**config.mk**
```make
export PLATFORM = sky130hd
export DESIGN_NAME = lo_path_vco_config_regs
export DESIGN_NICKNAME = d
export VERILOG_FILES = /design/src/lo_vco_cfg_pkg.sv /design/src/lo_path_vco_config_regs.sv
export SDC_FILE = /design/constraint.sdc
export NUM_CORES = 1
export LEC_CHECK = 0
export BUFFER_PORTS_ARGS = -buffer_cell sky130_fd_sc_hd__buf_2
export CELL_PAD_IN_SITES_DETAIL_PLACEMENT = 2
export CELL_PAD_IN_SITES_GLOBAL_PLACEMENT = 2
export CORE_MARGIN = 3
export CORE_UTILIZATION = 34
export DETAILED_ROUTE_END_ITERATION = 12
export HOLD_SLACK_MARGIN = 0.03
export PLACE_DENSITY_LB_ADDON = 0.25
export SLEW_MARGIN = 20
export SYNTH_ARGS = -nofsm -noshare
export SYNTH_HDL_FRONTEND = slang
export SYNTH_SLANG_ARGS = --single-unit
```
**constraint.sdc**
```tcl
create_clock -name core_clk -period 2.2 [get_ports core_clk]
set_input_delay 0.11 -clock core_clk [delete_from_list [all_inputs] [get_ports core_clk]]
set_output_delay 0.11 -clock core_clk [all_outputs]
set_load 0.02 [all_outputs]
```
**src/lo_vco_cfg_pkg.sv**
```systemverilog
package lo_vco_cfg_pkg;

    localparam int unsigned WORD_W        = 24;
    localparam int unsigned CTRL_W        = 3;
    localparam int unsigned BAND_W        = 6;
    localparam int unsigned AMP_W         = 6;
    localparam int unsigned CNT_W         = 5;

    // Control field values selecting each register
    localparam logic [2:0]  ADDR_LO_PATH  = 3'h5;
    localparam logic [2:0]  ADDR_VCO_CTRL = 3'h6;
    localparam logic [2:0]  ADDR_EXT_VCO  = 3'h7;

    localparam logic [23:0] LO_PATH_RST   = 24'h0000d5;
    localparam logic [23:0] VCO_CTRL_RST  = 24'h1e2106;
    localparam logic [23:0] EXT_VCO_RST   = 24'h000007;

    // LO path and modulator control fields
    localparam int unsigned LO_DRV_POS    = 3;
    localparam int unsigned LO_EXT_POS    = 4;
    localparam int unsigned LO_DIV_POS    = 5;
    localparam int unsigned MOD_OUT_POS   = 6;
    localparam int unsigned MOD_BIAS_POS  = 7;

    // VCO control fields
    localparam int unsigned BAND_LSB      = 3;
    localparam int unsigned BAND_SRC_POS  = 9;
    localparam int unsigned AMP_LSB       = 10;
    localparam int unsigned VCO_EN0_POS   = 17;
    localparam int unsigned VCO_EN1_POS   = 18;
    localparam int unsigned VCO_EN2_POS   = 19;
    localparam int unsigned CP_EN_POS     = 20;
    localparam int unsigned PWR_LSB       = 17;
    localparam int unsigned PWR_W         = 4;

    // External VCO field
    localparam int unsigned EXT_VCO_POS   = 22;

    localparam logic [4:0]  WORD_BITS     = 5'h18;

    typedef enum logic [1:0] {
        LO_PORT_OFF    = 2'b00,
        LO_PORT_IN_2X  = 2'b01,
        LO_PORT_OUT_1X = 2'b10,
        LO_PORT_OUT_2X = 2'b11
    } lo_port_mode_t;

    typedef struct packed {
        logic sclk;
        logic sdata;
        logic latch;
    } serial_pins_t;

    typedef struct packed {
        lo_port_mode_t lo_port_mode;
        logic          lo_port_drive;
        logic          lo_port_listen;
        logic          mod_lo_external;
        logic          mod_bias_en;
        logic          mod_out_en;
        logic [5:0]    vco_band;
        logic [5:0]    vco_amplitude;
        logic [2:0]    vco_core_en;
        logic          charge_pump_en;
        logic          synth_powered;
        logic          ext_vco_active;
    } cfg_out_t;

endpackage

```
**src/lo_path_vco_config_regs.sv**
```systemverilog
`timescale 1ns/1ps
`default_nettype none

module lo_path_vco_config_regs #(
    parameter int unsigned WORD_BITS_P = 24
) (
    input  wire logic                        core_clk,
    input  wire logic                        rst,
    input  wire logic                        ser_clk,
    input  wire logic                        ser_data,
    input  wire logic                        ser_latch,
    input  wire logic                        lo_port_select_pin,
    input  wire logic [5:0]                  cal_band,
    output lo_vco_cfg_pkg::cfg_out_t         cfg,
    output lo_vco_cfg_pkg::lo_port_mode_t    lo_port_mode,
    output logic                             lo_divide_select,
    output logic                             lo_external_input_select,
    output logic                             lo_output_drive_enable,
    output logic                             vco_band_source_select,
    output logic [23:0]                      lo_path_modulator_control,
    output logic [23:0]                      vco_control_enable,
    output logic [23:0]                      external_vco_enable
);

    initial begin
        if (WORD_BITS_P != lo_vco_cfg_pkg::WORD_W) begin
            $error("Serial word length must be 24 bits");
        end
    end

    typedef struct packed {
        lo_vco_cfg_pkg::serial_pins_t sync1;
        lo_vco_cfg_pkg::serial_pins_t sync2;
        lo_vco_cfg_pkg::serial_pins_t prev;
        logic                         sel1;
        logic                         sel2;
        logic [23:0]                  shift;
        logic [4:0]                   count;
        logic [23:0]                  lo_path;
        logic [23:0]                  vco_ctrl;
        logic [23:0]                  ext_vco;
        lo_vco_cfg_pkg::cfg_out_t     out;
    } state_t;

    state_t state_r;
    state_t state_nxt;

    lo_vco_cfg_pkg::serial_pins_t pins_in;
    logic                         sclk_rise;
    logic                         latch_rise;
    logic                         word_full;
    logic [2:0]                   word_addr;
    logic                         sel_pin;
    logic                         div_bit;
    logic                         ext_bit;
    logic                         drv_bit;
    lo_vco_cfg_pkg::lo_port_mode_t mode;
    logic [5:0]                   manual_band;
    logic [5:0]                   amp;
    logic                         ext_vco_bit;

    assign pins_in.sclk  = ser_clk;
    assign pins_in.sdata = ser_data;
    assign pins_in.latch = ser_latch;

    // Edges taken from the second stage only
    assign sclk_rise  = state_r.sync2.sclk & ~state_r.prev.sclk;
    assign latch_rise = state_r.sync2.latch & ~state_r.prev.latch;
    assign word_full  = (state_r.count == lo_vco_cfg_pkg::WORD_BITS);
    assign word_addr  = state_r.shift[lo_vco_cfg_pkg::CTRL_W-1:0];

    assign sel_pin = state_r.sel2;
    assign div_bit = state_r.lo_path[lo_vco_cfg_pkg::LO_DIV_POS];
    assign ext_bit = state_r.lo_path[lo_vco_cfg_pkg::LO_EXT_POS];
    assign drv_bit = state_r.lo_path[lo_vco_cfg_pkg::LO_DRV_POS];

    assign manual_band = state_r.vco_ctrl[lo_vco_cfg_pkg::BAND_LSB +: lo_vco_cfg_pkg::BAND_W];
    assign amp         = state_r.vco_ctrl[lo_vco_cfg_pkg::AMP_LSB +: lo_vco_cfg_pkg::AMP_W];
    assign ext_vco_bit = state_r.ext_vco[lo_vco_cfg_pkg::EXT_VCO_POS];

    // Port function from select pin and the three path bits
    always_comb begin
        mode = lo_vco_cfg_pkg::LO_PORT_OFF;
        if (!sel_pin) begin
            if (drv_bit) begin
                mode = div_bit ? lo_vco_cfg_pkg::LO_PORT_OUT_2X
                               : lo_vco_cfg_pkg::LO_PORT_OUT_1X;
            end else if (ext_bit) begin
                mode = lo_vco_cfg_pkg::LO_PORT_IN_2X;
            end else begin
                mode = lo_vco_cfg_pkg::LO_PORT_OFF;
            end
        end else if (!ext_bit) begin
            mode = div_bit ? lo_vco_cfg_pkg::LO_PORT_OUT_2X
                           : lo_vco_cfg_pkg::LO_PORT_OUT_1X;
        end else begin
            // Combination absent from the port table; keep the port quiet
            mode = lo_vco_cfg_pkg::LO_PORT_OFF;
        end
    end

    always_comb begin
        state_nxt = state_r;

        state_nxt.sync1 = pins_in;
        state_nxt.sync2 = state_r.sync1;
        state_nxt.prev  = state_r.sync2;
        state_nxt.sel1  = lo_port_select_pin;
        state_nxt.sel2  = state_r.sel1;

        if (sclk_rise) begin
            state_nxt.shift = {state_r.shift[22:0], state_r.sync2.sdata};
            if (!word_full) begin
                state_nxt.count = state_r.count + 5'h01;
            end
        end

        if (latch_rise) begin
            state_nxt.count = 5'h00;
            if (word_full) begin
                unique case (word_addr)
                    lo_vco_cfg_pkg::ADDR_LO_PATH: begin
                        state_nxt.lo_path = state_r.shift;
                    end
                    lo_vco_cfg_pkg::ADDR_VCO_CTRL: begin
                        state_nxt.vco_ctrl = state_r.shift;
                    end
                    lo_vco_cfg_pkg::ADDR_EXT_VCO: begin
                        state_nxt.ext_vco = state_r.shift;
                    end
                    default: begin
                        // Registers of other blocks; nothing here changes
                    end
                endcase
            end
        end

        state_nxt.out.lo_port_mode   = mode;
        state_nxt.out.lo_port_drive  = (mode == lo_vco_cfg_pkg::LO_PORT_OUT_1X) ||
                                       (mode == lo_vco_cfg_pkg::LO_PORT_OUT_2X);
        // External double LO bypasses the synthesizer into the modulator
        state_nxt.out.mod_lo_external = (mode == lo_vco_cfg_pkg::LO_PORT_IN_2X);

        state_nxt.out.mod_bias_en = state_r.lo_path[lo_vco_cfg_pkg::MOD_BIAS_POS];
        // Output stage only runs when the whole modulator is biased
        state_nxt.out.mod_out_en  = state_r.lo_path[lo_vco_cfg_pkg::MOD_OUT_POS] &
                                    state_r.lo_path[lo_vco_cfg_pkg::MOD_BIAS_POS];

        state_nxt.out.vco_band = state_r.vco_ctrl[lo_vco_cfg_pkg::BAND_SRC_POS]
                               ? manual_band : cal_band;
        state_nxt.out.vco_amplitude = amp;

        state_nxt.out.ext_vco_active = ext_vco_bit && (amp == 6'h00);
        // Decided after the external VCO flag so both move in the same cycle
        state_nxt.out.lo_port_listen = (mode == lo_vco_cfg_pkg::LO_PORT_IN_2X) ||
                                       state_nxt.out.ext_vco_active;

        state_nxt.out.synth_powered =
            |state_r.vco_ctrl[lo_vco_cfg_pkg::PWR_LSB +: lo_vco_cfg_pkg::PWR_W];

        state_nxt.out.vco_core_en = {state_r.vco_ctrl[lo_vco_cfg_pkg::VCO_EN2_POS],
                                     state_r.vco_ctrl[lo_vco_cfg_pkg::VCO_EN1_POS],
                                     state_r.vco_ctrl[lo_vco_cfg_pkg::VCO_EN0_POS]};
        // Loop driven from outside means the internal cores stay off
        if (state_nxt.out.ext_vco_active || !state_nxt.out.synth_powered) begin
            state_nxt.out.vco_core_en = 3'h0;
        end

        state_nxt.out.charge_pump_en =
            state_r.vco_ctrl[lo_vco_cfg_pkg::CP_EN_POS] &
            state_nxt.out.synth_powered;

        if (rst) begin
            state_nxt = '0;
            state_nxt.lo_path  = lo_vco_cfg_pkg::LO_PATH_RST;
            state_nxt.vco_ctrl = lo_vco_cfg_pkg::VCO_CTRL_RST;
            state_nxt.ext_vco  = lo_vco_cfg_pkg::EXT_VCO_RST;
        end
    end

    always_ff @(posedge core_clk) begin
        state_r <= state_nxt;
    end

    assign cfg                       = state_r.out;
    assign lo_port_mode              = state_r.out.lo_port_mode;
    assign lo_divide_select          = div_bit;
    assign lo_external_input_select  = ext_bit;
    assign lo_output_drive_enable    = drv_bit;
    assign vco_band_source_select    = state_r.vco_ctrl[lo_vco_cfg_pkg::BAND_SRC_POS];
    assign lo_path_modulator_control = state_r.lo_path;
    assign vco_control_enable        = state_r.vco_ctrl;
    assign external_vco_enable       = state_r.ext_vco;

endmodule

`default_nettype wire

```
Word level (Yosys, flattened, before mapping) --
Index checks and enable logic that the tools add are counted.
Cells by class: reductions and logical operators 13, eq/ne operators 7, muxes and demuxes 6, add/subtract/negate cells 1, bitwise logic cells 7
Operators by type and width (count):
- $eq 3x3->1 const B | 3
- $reduce_and 3->1 | 3
- $logic_not 6->1 | 1
- $mux 2 | 3
- $mux 6 | 1
- $add 5x1->5 const B | 1
- $eq 5x5->1 const B | 1
- $and 1x1->1 | 4
- $eq 2x2->1 const B | 2
- $reduce_or 2->1 | 2
- $reduce_or 4->1 | 1
- $logic_or 1x1->1 | 3
- $not 1->1 | 3
- $eq 2x1->1 const B | 1
- $mux 1 | 2
- $reduce_and 2->1 | 1
- $logic_and 1x1->1 | 1
- $logic_not 1->1 | 1
Storage, ports and cells: register bits after elaboration 136, output and inout port bits 103, input port bits 12, logic and storage cells 61

Longest topological paths before layout --
Gate-level depths: netlist of run 1.
word-level depth 5, depth in mapped cells 7, mapped depth without buffers 5

Worst setup path before layout of run 1 --
Ideal clock, no wire load.
path type flip-flop to flip-flop, start point reg state_r[97] (netlist bit), end point reg state_r (netlist bit vco_control_enable[1]), required time 2.068 ns, setup slack 0.615 ns, period minus slack after synthesis 1.585 ns, arrival time 1.453 ns, buffers on the path 0, setup time 0.132 ns, stages on the path, launching flop included 6, path through dfxtp_1 > inv_1 > ha_1 > and4b_2 > nand3_1 > or3b_2
On the way: word-level cells in the longest chain between the ends 2
RTL lines:
- start: declaration | line lo_path_vco_config_regs.sv:45 | state_t state_r;
- start signal: assignment | line lo_path_vco_config_regs.sv:182 | state_r <= state_nxt;
- $eq 5x5->1 | line lo_path_vco_config_regs.sv:69 | assign word_full = (state_r.count == lo_vco_cfg_pkg::WORD_BITS);
- $reduce_and 3->1 (no line)
Every way passes these cells. A chain may end at the register's enable or synchronous reset.

Worst setup path in the final report of run 1 --
start point reg state_r[97] (netlist bit), end point reg state_r (netlist bit external_vco_enable[21])
Same word-level chain as after synthesis.

==> results of run 1 <==
-- cells by family (layout without fill, tap and decap cells) --
group,after synthesis,count (layout)
flops,135,135
buf+inv,139,173
fa+ha+maj,2,2
compound gates,38,38
mux,69,69
simple gates,199,199
-- flip-flops by register name (all words and copies together) (netlist names) --
signal                     cells
state_r                       38
cfg                           22
sel_pin                        1
external_vco_enable           24
lo_path_modulator_control     24
lo_port_mode                   2
vco_control_enable            24
-- metal layers --
metal	wire [um]	up-vias
li1	-	1827
met1	5510	1857
met2	6700	83
met3	614	12
met4	162	0
met5	0	-
-- Yosys cell counts (all sizes together) (4+ instances only) --
cell type / instances / area [sq um]
or2b: 12 / 90.1
nand3: 5 / 25.0
nand2: 50 / 188
and2: 4 / 25.0
nor2b: 14 / 87.6
mux2i: 69 / 691
a21oi: 29 / 145
buf: 110 / 851
nor2: 28 / 105
nand2b: 64 / 400
clkbuf: 20 / 75.1
inv: 9 / 33.8
o21ai: 4 / 20.0
dfxtp: 135 / 2700
or3b: 5 / 43.8
or3: 6 / 37.5
-- worst min-delay path by stage --
stage,end,cells after the start,startpoint
after floorplan,state_r[127],1,lo_port_select_pin
after global placement,state_r[127],2,lo_port_select_pin
after detailed placement,state_r[134],2,ser_latch
after CTS,cfg[9],2,rst
after global routing,cfg[9],2,rst
final,cfg[9],2,rst
-- worst reg2reg max path: cells and delay by family, from the launching register on --
family                   cells  cell delay, ps
AND/OR/NAND/NOR              2             640
flip-flops                   1             340
buffers and inverters        2             320
adder cells (fa/ha/maj)      1             220
multiplexers                 1             160
-- power by group through the flow --
stage / Sequential, uW / Combinational [uW] / Clock (uW)
floorplan: 2530 / 142 / 0
global placement: 2530 / 165 / 0
detailed placement: 2540 / 168 / 0
CTS: 2480 / 182 / 3080
global route: 2480 / 197 / 3210
finish: 2480 / 178 / 2980
-- through the flow --
step	power, uW	area, sq um	setup WS (ps)	utilization [%]
after floorplan	2670	5690	615	-
after global placement	2700	5710	487	35.4
after detailed placement	2700	5710	392	35.4
after CTS	5750	6430	386	39.9
after global routing	5890	6430	246	39.9
final	5640	6430	414	39.9
-- layout make-up --
| type | instances | area (sq um) |
|---|---|---|
| timing repair buffer | 134 | 761 |
| inverter | 9 | 33.8 |
| sequential | 135 | 2700 |
| clock buffer | 21 | 470 |
| fill | 1774 | 9690 |
| clock inverter | 9 | 149 |
| tap | 216 | 270 |
| multi-input combinational | 308 | 2040 |
==> impl_metrics.py, run 1 <==
metrics = {
    "critical_path": {
        "endpoint": "external_vco_enable[21]",
        "cp-end-kind": "flop",
        "r2r_cells": 6,
        "timing.rr.end": "external_vco_enable[21]",
        "path_max_fanout": 13,
        "crit_family": "simple AND/OR/NAND/NOR gates",
        "setup.worst_path.start": "state_r[97]",
        "r2r-start": "state_r[97]",
        "crit_arrival_ps": 2090,
        "slowest_delay_ps": 490,
        "critical_path_buf_inv_count": 2,
        "cp_data_required_time_ps": 2500,
        "rrSetupSlack_ps": 410,
        "crit_cells": 6,
        "worst_path_max_delay_cell": "or3_2",
        "cp-start-kind": "flop",
        "path_cells": "inv_1 -> ha_1 -> nand4b_4 -> or3_2 -> buf_4 -> mux2i_1",
        "worstSetupPathType": "flop to flop",
    },
    "run": {
        "drv_cap": 0,
    },
    "synthesis": {
        "synth_compound_area_share_pct": 3.54,
        "synth_area_per_cell_sq_um": 9.78,
        "synthAdderAreaFrac_pct": 0.440,
        "synthArstFlopShare_pct": 0,
        "netlist_area_sq_mm": 0.00569,
        "synth_edf_count": 0,
        "synthMuxAreaShare_pct": 12.1,
        "ys_ff_latch": 135,
        "synthCells": 582,
        "yosys_warnings": 0,
        "synth-xor-area-share_pct": 0,
        "ys_seq_area_share_pct": 47.5,
        "synth_top_family_by_area": "simple AND/OR/NAND/NOR gates",
        "synth-simple-area-share_pct": 19.5,
        "synth_ff_type": "dfxtp_1",
        "ys_types": 35,
        "synth_nets": 596,
    },
    "global_routing": {
        "use_met1_pct": 17.3,
        "grt_usage_pct": 15.0,
        "grt_antenna_before_repair": 0,
        "grtUsageMet2_pct": 26.0,
        "grt_max_degree": 85,
        "grt_pass1_vias": 4093,
        "use_met3_pct": 4.64,
        "top_usage_layer": "met2",
        "grt_pass1_wl_um": 21400,
        "grt-ovfl-total": 0,
    },
    "pwr": {
        "p_seq_share_pct": 44.0,
        "p_leak_uw": 0.00285,
        "peakVddDrop_mv": 0.511,
        "p_clk_share_pct": 52.9,
        "p_int_uw": 4510,
        "p_per_area_mw_per_mm2": 878,
        "p_sw_share_pct": 20.0,
        "share_comb_of_total_power_pct": 3.2,
        "netSwitchingPower_uw": 1130,
    },
    "cts": {
        "clk_pin_slew_ps": 60,
        "htreeDepth": 4,
        "clk_latency_ps": 420,
        "cts.sinks": 135,
        "post_cts_buffers": 0,
        "cts_tree": "built",
        "cts_max_path_buffers": 2,
        "cts_resized": 0,
        "root_buffer": "clkbuf_16",
        "cts_buffers": 17,
        "ctsHoldBuffers": 10,
    },
    "floorplan": {
        "die_area_sq_mm": 0.0183,
        "num_io_pins": 115,
        "die_x_um": 135,
        "start_util_pct": 35.3,
        "fp.dieH_um": 135,
        "coreArea_sq_mm": 0.0161,
        "num_rows": 46,
    },
    "sta": {
        "setup_violations": 0,
        "slew_headroom_pct": 51.6,
        "min_period_over_period_pct": 81.2,
        "setup_tns_ps": 0,
        "finalHoldViolations": 0,
        "fin_skew_ps": 10.3,
        "rsz0062_at_grt": "false",
        "finalCriticalPeriod_ps": 1790,
        "worst_pin_slew_ps": 726,
        "max_freq_mhz": 560,
        "worst_hold_slack_ps": 233,
        "drv_slew": 0,
    },
    "route": {
        "drtPass1Iterations": 6,
        "detail_route.wl_per_cell_um": 15.6,
        "drt-total-wl_um": 13000,
        "vias": 3779,
        "drt_iter0_markers": 99,
        "route.detailed.drc": 0,
        "drt-vias-per-instance": 4.54,
        "antenna_left": 0,
    },
    "cells_and_area": {
        "final_cell_mix": "135 x dfxtp_1, 113 x buf_2, 69 x mux2i_1",
        "drive_gt1_share_pct": 26.6,
        "final_common_cell": "dfxtp_1",
        "nets": 619,
        "instances_no_fill": 832,
        "antenna_cells": 0,
        "area_growth_pct": 13.0,
    },
    "placement": {
        "dp_cells": 792,
        "gp_congestion": 0.727,
        "place.port_buffers": 114,
        "post-dp-hpwl_um": 9060,
    },
    "outcome": {
        "status": "complete, no violations",
    },
    "worst_hold_path": {
        "min_path_type": "input port to flop",
    },
}
Power figures use the tool's default switching activity.
==> inputs of run 2 (changes only) <==
--- a/config.mk
+++ b/config.mk
@@ -5,11 +5,12 @@
 export SDC_FILE = /design/constraint.sdc
 export NUM_CORES = 1
 export LEC_CHECK = 0
+export ABC_AREA = 1
 export BUFFER_PORTS_ARGS = -buffer_cell sky130_fd_sc_hd__buf_2
 export CELL_PAD_IN_SITES_DETAIL_PLACEMENT = 2
 export CELL_PAD_IN_SITES_GLOBAL_PLACEMENT = 2
 export CORE_MARGIN = 3
-export CORE_UTILIZATION = 34
+export CORE_UTILIZATION = 28
 export DETAILED_ROUTE_END_ITERATION = 12
 export HOLD_SLACK_MARGIN = 0.03
 export PLACE_DENSITY_LB_ADDON = 0.25
==> constraint.sdc (replaced) <==
create_clock -name core_clk -period 1.4 [get_ports core_clk]
set_input_delay 0.07 -clock core_clk [delete_from_list [all_inputs] [get_ports core_clk]]
set_output_delay 0.07 -clock core_clk [all_outputs]
set_load 0.02 [all_outputs]
==> run 2 against run 1 <==
Area after synthesis fell by 1.5%. The flow now finishes with violations (setup timing). Maximum frequency rose by 16%. Worst setup slack got worse by 560 ps.
==> impl_metrics.py, run 2 <==
metrics = {
    "sta": {
        "setup_tns_ps": -6690,
        "worst_slack_ps": -145,
        "max_freq_mhz": 647,
        "worst_hold_slack_ps": 115,
        "fin_skew_ps": 19.2,
        "rsz0062_at_grt": "true",
        "worst_pin_slew_ps": 541,
        "finalHoldViolations": 0,
        "finalCriticalPeriod_ps": 1540,
        "setup_violations": 77,
        "drv_slew": 0,
        "min_period_over_period_pct": 110,
        "slew_headroom_pct": 63.9,
    },
    "floorplan": {
        "coreArea_sq_mm": 0.0196,
        "num_io_pins": 115,
        "start_util_pct": 28.6,
        "num_rows": 51,
        "die_area_sq_mm": 0.0217,
        "die_x_um": 147,
        "fp.dieH_um": 147,
    },
    "critical_path": {
        "cp-start-kind": "flop",
        "cp-end-kind": "flop",
        "r2r_cells": 11,
        "path_max_fanout": 16,
        "critical_path_buf_inv_count": 4,
        "setup.worst_path.start": "state_r[97]",
        "crit_family": "simple AND/OR/NAND/NOR gates",
        "worst_path_max_delay_cell": "dfxtp_2",
        "r2r-start": "state_r[97]",
        "cp_data_required_time_ps": 1760,
        "crit_top_cell": "nand2_1",
        "crit_cells": 11,
        "worstSetupPathType": "flop to flop",
        "crit_arrival_ps": 1900,
        "path_cells": "inv_2 -> ha_4 -> nand2_4 -> nor2_4 -> buf_4 -> buf_6 -> nand3_4 -> buf_12 -> nand2_1 -> nand2_1 -> nor2_1",
        "slowest_delay_ps": 320,
    },
    "route": {
        "vias": 4761,
        "drt_iter0_markers": 200,
        "antenna_left": 0,
        "route.detailed.drc": 0,
        "detail_route.wl_per_cell_um": 18.2,
        "drtPass1Iterations": 4,
        "drt-vias-per-instance": 4.42,
        "drt-total-wl_um": 19600,
    },
    "placement": {
        "post-dp-hpwl_um": 11900,
        "place.port_buffers": 114,
        "gp_congestion": 0.751,
    },
    "global_routing": {
        "grt_usage_pct": 17.0,
        "grt_antenna_before_repair": 0,
        "grt_pass1_vias": 5103,
        "grt_max_degree": 47,
        "grt_pass1_wl_um": 28600,
        "grt-ovfl-total": 0,
    },
    "worst_hold_path": {
        "min_from": "rst",
        "min_path_type": "input port to flop",
        "hold_depth": 4,
    },
    "cells_and_area": {
        "final_common_cell": "dfxtp_1",
        "regMostFlops": "state_r",
        "antenna_cells": 0,
        "largest_register_ffs": 38,
        "area_growth_pct": 29.6,
        "fillers": 2243,
        "nets": 812,
        "regArea_sq_mm": 0.00271,
        "drive_gt1_share_pct": 34.6,
        "multi_input_area_sq_mm": 0.00205,
        "final_cell_mix": "131 x dfxtp_1, 126 x nor2_1, 114 x buf_2",
        "final_util_pct": 37.1,
    },
    "cts": {
        "cts_tree": "built",
        "cts_max_path_buffers": 2,
        "htreeDepth": 4,
        "cts.sinks": 135,
        "root_buffer": "clkbuf_16",
        "clk_latency_ps": 430,
        "clk_pin_slew_ps": 60,
        "cts_buffers": 17,
    },
    "synthesis": {
        "synth_area_per_cell_sq_um": 7.55,
        "synthArstFlopShare_pct": 0,
        "ys_seq_area_share_pct": 48.2,
        "synth_ff_type": "dfxtp_1",
        "synth_nets": 756,
        "yosys.area.top_type": "dfxtp_1",
        "synth_area_leaders": "dfxtp_1 48%, buf_4 14%, nor2_1 9.9%, nand2_1 9.0%, inv_1 4.6%",
        "yosys-top-cells-count": "148 x nor2_1, 135 x dfxtp_1, 135 x nand2_1",
        "ys_types": 22,
        "yosysTopAreaCellShare_pct": 48.2,
        "yosysMostFrequentCell": "nor2_1",
        "ys_ff_latch": 135,
        "yosys_warnings": 0,
        "netlist_area_sq_mm": 0.00560,
        "synthCells": 742,
        "synth_edf_count": 0,
    },
    "pwr": {
        "p_sw_share_pct": 24.3,
        "netSwitchingPower_uw": 2160,
        "p_clk_share_pct": 51.0,
        "p_int_uw": 6740,
        "p_per_area_mw_per_mm2": 1220,
        "p_leak_uw": 0.00355,
        "share_comb_of_total_power_pct": 3.9,
        "peakVddDrop_mv": 0.791,
        "p_seq_share_pct": 45.1,
    },
    "outcome": {
        "violations": "setup timing",
        "status": "finished with violations",
    },
    "run": {
        "drv_cap": 0,
    },
}
[run 2: kinds of logic (layout without fill, tap and decap cells)]
kind of cell / Yosys count / in the layout / synth area share (%)
AOI/OAI and AO/OA: 66 / 66 / 5.89
adders and majority gates: 2 / 2 / 0.446
and+or+nand+nor: 335 / 335 / 24.3
buffers and inverters: 203 / 272 / 21.0
xor gates and xnor gates: 1 / 1 / 0.156
DFF: 135 / 135 / 48.2
[run 2: worst paths after layout]
kind,to,slack (ps)
hold / removal,lo_path_modulator_control[2],110
setup / recovery,vco_control_enable[3],-140
setup reg to reg,vco_control_enable[3],-140
hold reg to reg,sel_pin,420
[run 2: final cells by class]
type | instances | share of cell area [%]
Sequential cell | 135 | 37.3
Multi-Input combinational cell | 404 | 28.2
Timing Repair Buffer | 169 | 18.2
Clock buffer | 20 | 6.15
Tap cell | 265 | 4.57
Inverter | 71 | 3.67
Clock inverter | 12 | 1.96
[run 2: repair_timing]
action	4_1_cts	5_1_grt
setup endpoints to repair	62	75
endpoints found under the hold margin	10	0
pin swaps	5	12
cloned	3	6
gates resized for setup	50	74
hold buffers	10	0
buffers inserted	6	5
[run 2: per-stage QoR]
step	std cells	setup slack, ps	cell area, sq um	power [uW]
floorplan	742	16.2	5600	4260
global placement	1015	-75.5	5860	4380
detailed placement	1015	-162	5860	4390
CTS	1066	-65.1	6830	8960
global route	1076	-254	7260	9220
finish	1076	-145	7260	8900
[run 2: worst register-to-register path, cell delays in order (launching register included)]
cell and delay [ps]:
dfxtp_2 320, inv_2 70, ha_4 140, nand2_4 70, nor2_4 120, buf_4 120
buf_6 100, nand3_4 110, buf_12 180, nand2_1 80, nand2_1 50, nor2_1 110
[run 2: power by group through the flow]
stage | Clock (uW) | Sequential [uW] | Combinational (uW)
5_1_grt | 4810 | 4020 | 386
3_3_place_gp | 0 | 4090 | 292
4_1_cts | 4620 | 4000 | 341
3_5_place_dp | 0 | 4090 | 307
6_report | 4540 | 4010 | 349
2_1_floorplan | 0 | 4040 | 222
[run 2: layer usage]
layer	vias up	global-route usage (%)	share of wire, %
met5	-	0	0
met4	0	5.36	1.6
met3	26	4.05	3.9
met2	111	29.1	51
met1	2336	21.1	43
li1	2288	-	-
==> inputs of run 3 (changes only) <==
--- a/config.mk
+++ b/config.mk
@@ -14,6 +14,7 @@
 export DETAILED_ROUTE_END_ITERATION = 12
 export HOLD_SLACK_MARGIN = 0.03
 export PLACE_DENSITY_LB_ADDON = 0.25
+export SETUP_SLACK_MARGIN = 0.05
 export SLEW_MARGIN = 20
 export SYNTH_ARGS = -nofsm -noshare
 export SYNTH_HDL_FRONTEND = slang
==> run 3 against run 2 <==
The flow still finishes with violations (setup timing). Utilization shrank 1.9 points. Via count shrank 2.1%. Sequential share of layout area grew 2.0 points. First-iteration DRC count shrank 29%. Clock-buffer cell count grew 3. Non-clock buffer count shrank 10. Critical path type unchanged. Critical endpoint is now lo_path_modulator_control[7]. Largest cell class unchanged. Highest routed layer unchanged.
==> impl_metrics.py, run 3 (synthesis gave the netlist of run 2 again) <==
metrics = {
    "cts": {
        "cts.sinks": 135,
        "clk_pin_slew_ps": 60,
        "cts_max_path_buffers": 2,
        "root_buffer": "clkbuf_16",
        "cts_buffers": 17,
        "cts_tree": "built",
        "clk_latency_ps": 420,
        "htreeDepth": 4,
    },
    "sta": {
        "rsz0062_at_grt": "true",
        "worst_slack_ps": -88.8,
        "max_freq_mhz": 672,
        "finalCriticalPeriod_ps": 1490,
        "drv_slew": 0,
        "worst_pin_slew_ps": 406,
        "slew_headroom_pct": 72.9,
        "finalHoldViolations": 0,
        "fin_skew_ps": 6.45,
        "setup_violations": 46,
        "min_period_over_period_pct": 106,
    },
    "route": {
        "drtPass1Iterations": 4,
        "drt_iter0_markers": 142,
        "detail_route.wl_per_cell_um": 16.2,
        "vias": 4661,
        "drt-total-wl_um": 17300,
        "route.detailed.drc": 0,
        "drt-vias-per-instance": 4.38,
        "antenna_left": 0,
    },
    "floorplan": {
        "die_area_sq_mm": 0.0217,
        "num_rows": 51,
        "die_x_um": 147,
        "coreArea_sq_mm": 0.0196,
        "num_io_pins": 115,
        "start_util_pct": 28.6,
        "fp.dieH_um": 147,
    },
    "pwr": {
        "peakVddDrop_mv": 0.714,
        "p_per_area_mw_per_mm2": 1300,
        "power_uw": 8950,
        "p_leak_uw": 0.00342,
    },
    "critical_path": {
        "cp_data_required_time_ps": 1760,
        "cp-start-kind": "flop",
        "cp-end-kind": "flop",
        "worst_path_max_delay_cell": "dfxtp_2",
        "rrSetupSlack_ps": -90,
        "crit_arrival_ps": 1850,
        "slowest_delay_ps": 330,
        "path_cells": "inv_2 -> ha_4 -> nand2_4 -> nor2_4 -> buf_6 -> buf_12 -> nand2_4 -> nor2_4 -> buf_6 -> nand2_2 -> nand3_2",
        "path_max_fanout": 6,
        "worstSetupPathType": "flop to flop",
    },
    "cells_and_area": {
        "final_common_cell": "nor2_1",
        "antenna_cells": 0,
        "nets": 802,
        "final_cell_area_sq_mm": 0.00689,
        "final_cell_mix": "138 x nor2_1, 132 x dfxtp_1, 114 x buf_2",
        "final_util_pct": 35.2,
        "area_growth_pct": 23.0,
        "regMostFlops": "state_r",
        "largest_register_ffs": 38,
        "drive_gt1_share_pct": 29.3,
    },
    "placement": {
        "post_dp_cell_area_sq_mm": 0.00588,
        "place.port_buffers": 114,
        "post-dp-hpwl_um": 11700,
        "gp_congestion": 0.748,
    },
    "outcome": {
        "violations": "setup timing",
        "status": "finished with violations",
    },
    "worst_hold_path": {
        "min_path_type": "input port to flop",
    },
    "global_routing": {
        "grt_pass1_vias": 5045,
        "grt_antenna_before_repair": 0,
        "grt_max_degree": 83,
        "grt_usage_pct": 15.7,
        "grt-ovfl-total": 0,
        "grt_pass1_wl_um": 26900,
    },
    "run": {
        "drv_cap": 0,
    },
}
-- run 3: changes by cell type in the layout (fill, tap and decap cells not counted), sizes merged --
cell | previous run | this run
inv | 75 | 71
bufbuf | 1 | 0
clkbuf | 26 | 24
clkinv | 2 | 4
clkinvlp | 4 | 1
bufinv | 2 | 3
buf | 152 | 148
-- run 3: area by class of cell --
cell class | instances | area [sq um]
Sequential cell | 135 | 2710
Tap cell | 265 | 332
Clock inverter | 8 | 121
Multi-Input combinational cell | 404 | 1910
Clock buffer | 23 | 478
Inverter | 71 | 267
Fill cell | 2220 | 12700
Timing Repair Buffer | 159 | 1070
-- run 3: path summary, 6_finish.rpt --
kind         depth (start not counted)         start                            to
max                                 11   state_r[97]  lo_path_modulator_control[7]
max reg2reg                         11   state_r[97]  lo_path_modulator_control[7]
min                                  3           rst                  state_r[135]
min reg2reg                          2  state_r[127]                       sel_pin
-- run 3: layer usage --
metal	track usage, %	up-vias	wire, um
li1	-	2268	-
met1	19.1	2294	7850
met2	27.3	81	8590
met3	3.77	18	604
met4	4.99	0	201
met5	0	-	0
-- run 3: per-stage QoR --
stage / TNS, ps / setup slack [ps] / hold WS, ps / std cells
global placement: -298 / -24.4 / 283 / 1017
finish: -1790 / -88.8 / 119 / 1065
global route: -7210 / -166 / 129 / 1065
CTS: -1740 / -80.6 / 109 / 1061
detailed placement: -5350 / -151 / 279 / 1017
floorplan: 0 / 49.8 / 177 / 742
-- run 3: worst max-delay path: cells and delay by family (launching register included) --
| family | cells | cell delay (ps) |
|---|---|---|
| buffers and inverters | 4 | 480 |
| and+or+nand+nor | 6 | 460 |
| DFF | 1 | 330 |
| adders and majority gates | 1 | 140 |
-- run 3: power breakdown --
group          internal [uW]  switching, uW
clock                   2930           1670
combinational            122            221
sequential              3920           86.0
-- run 3: what timing repair did --
action | CTS | global route
gates resized for setup | 33 | 34
pin swaps | 4 | 12
hold endpoints to repair | 10 | 0
endpoints found under the setup margin | 75 | 84
hold buffers | 10 | 0
setup buffers | 3 | 3
gates cloned | 0 | 1
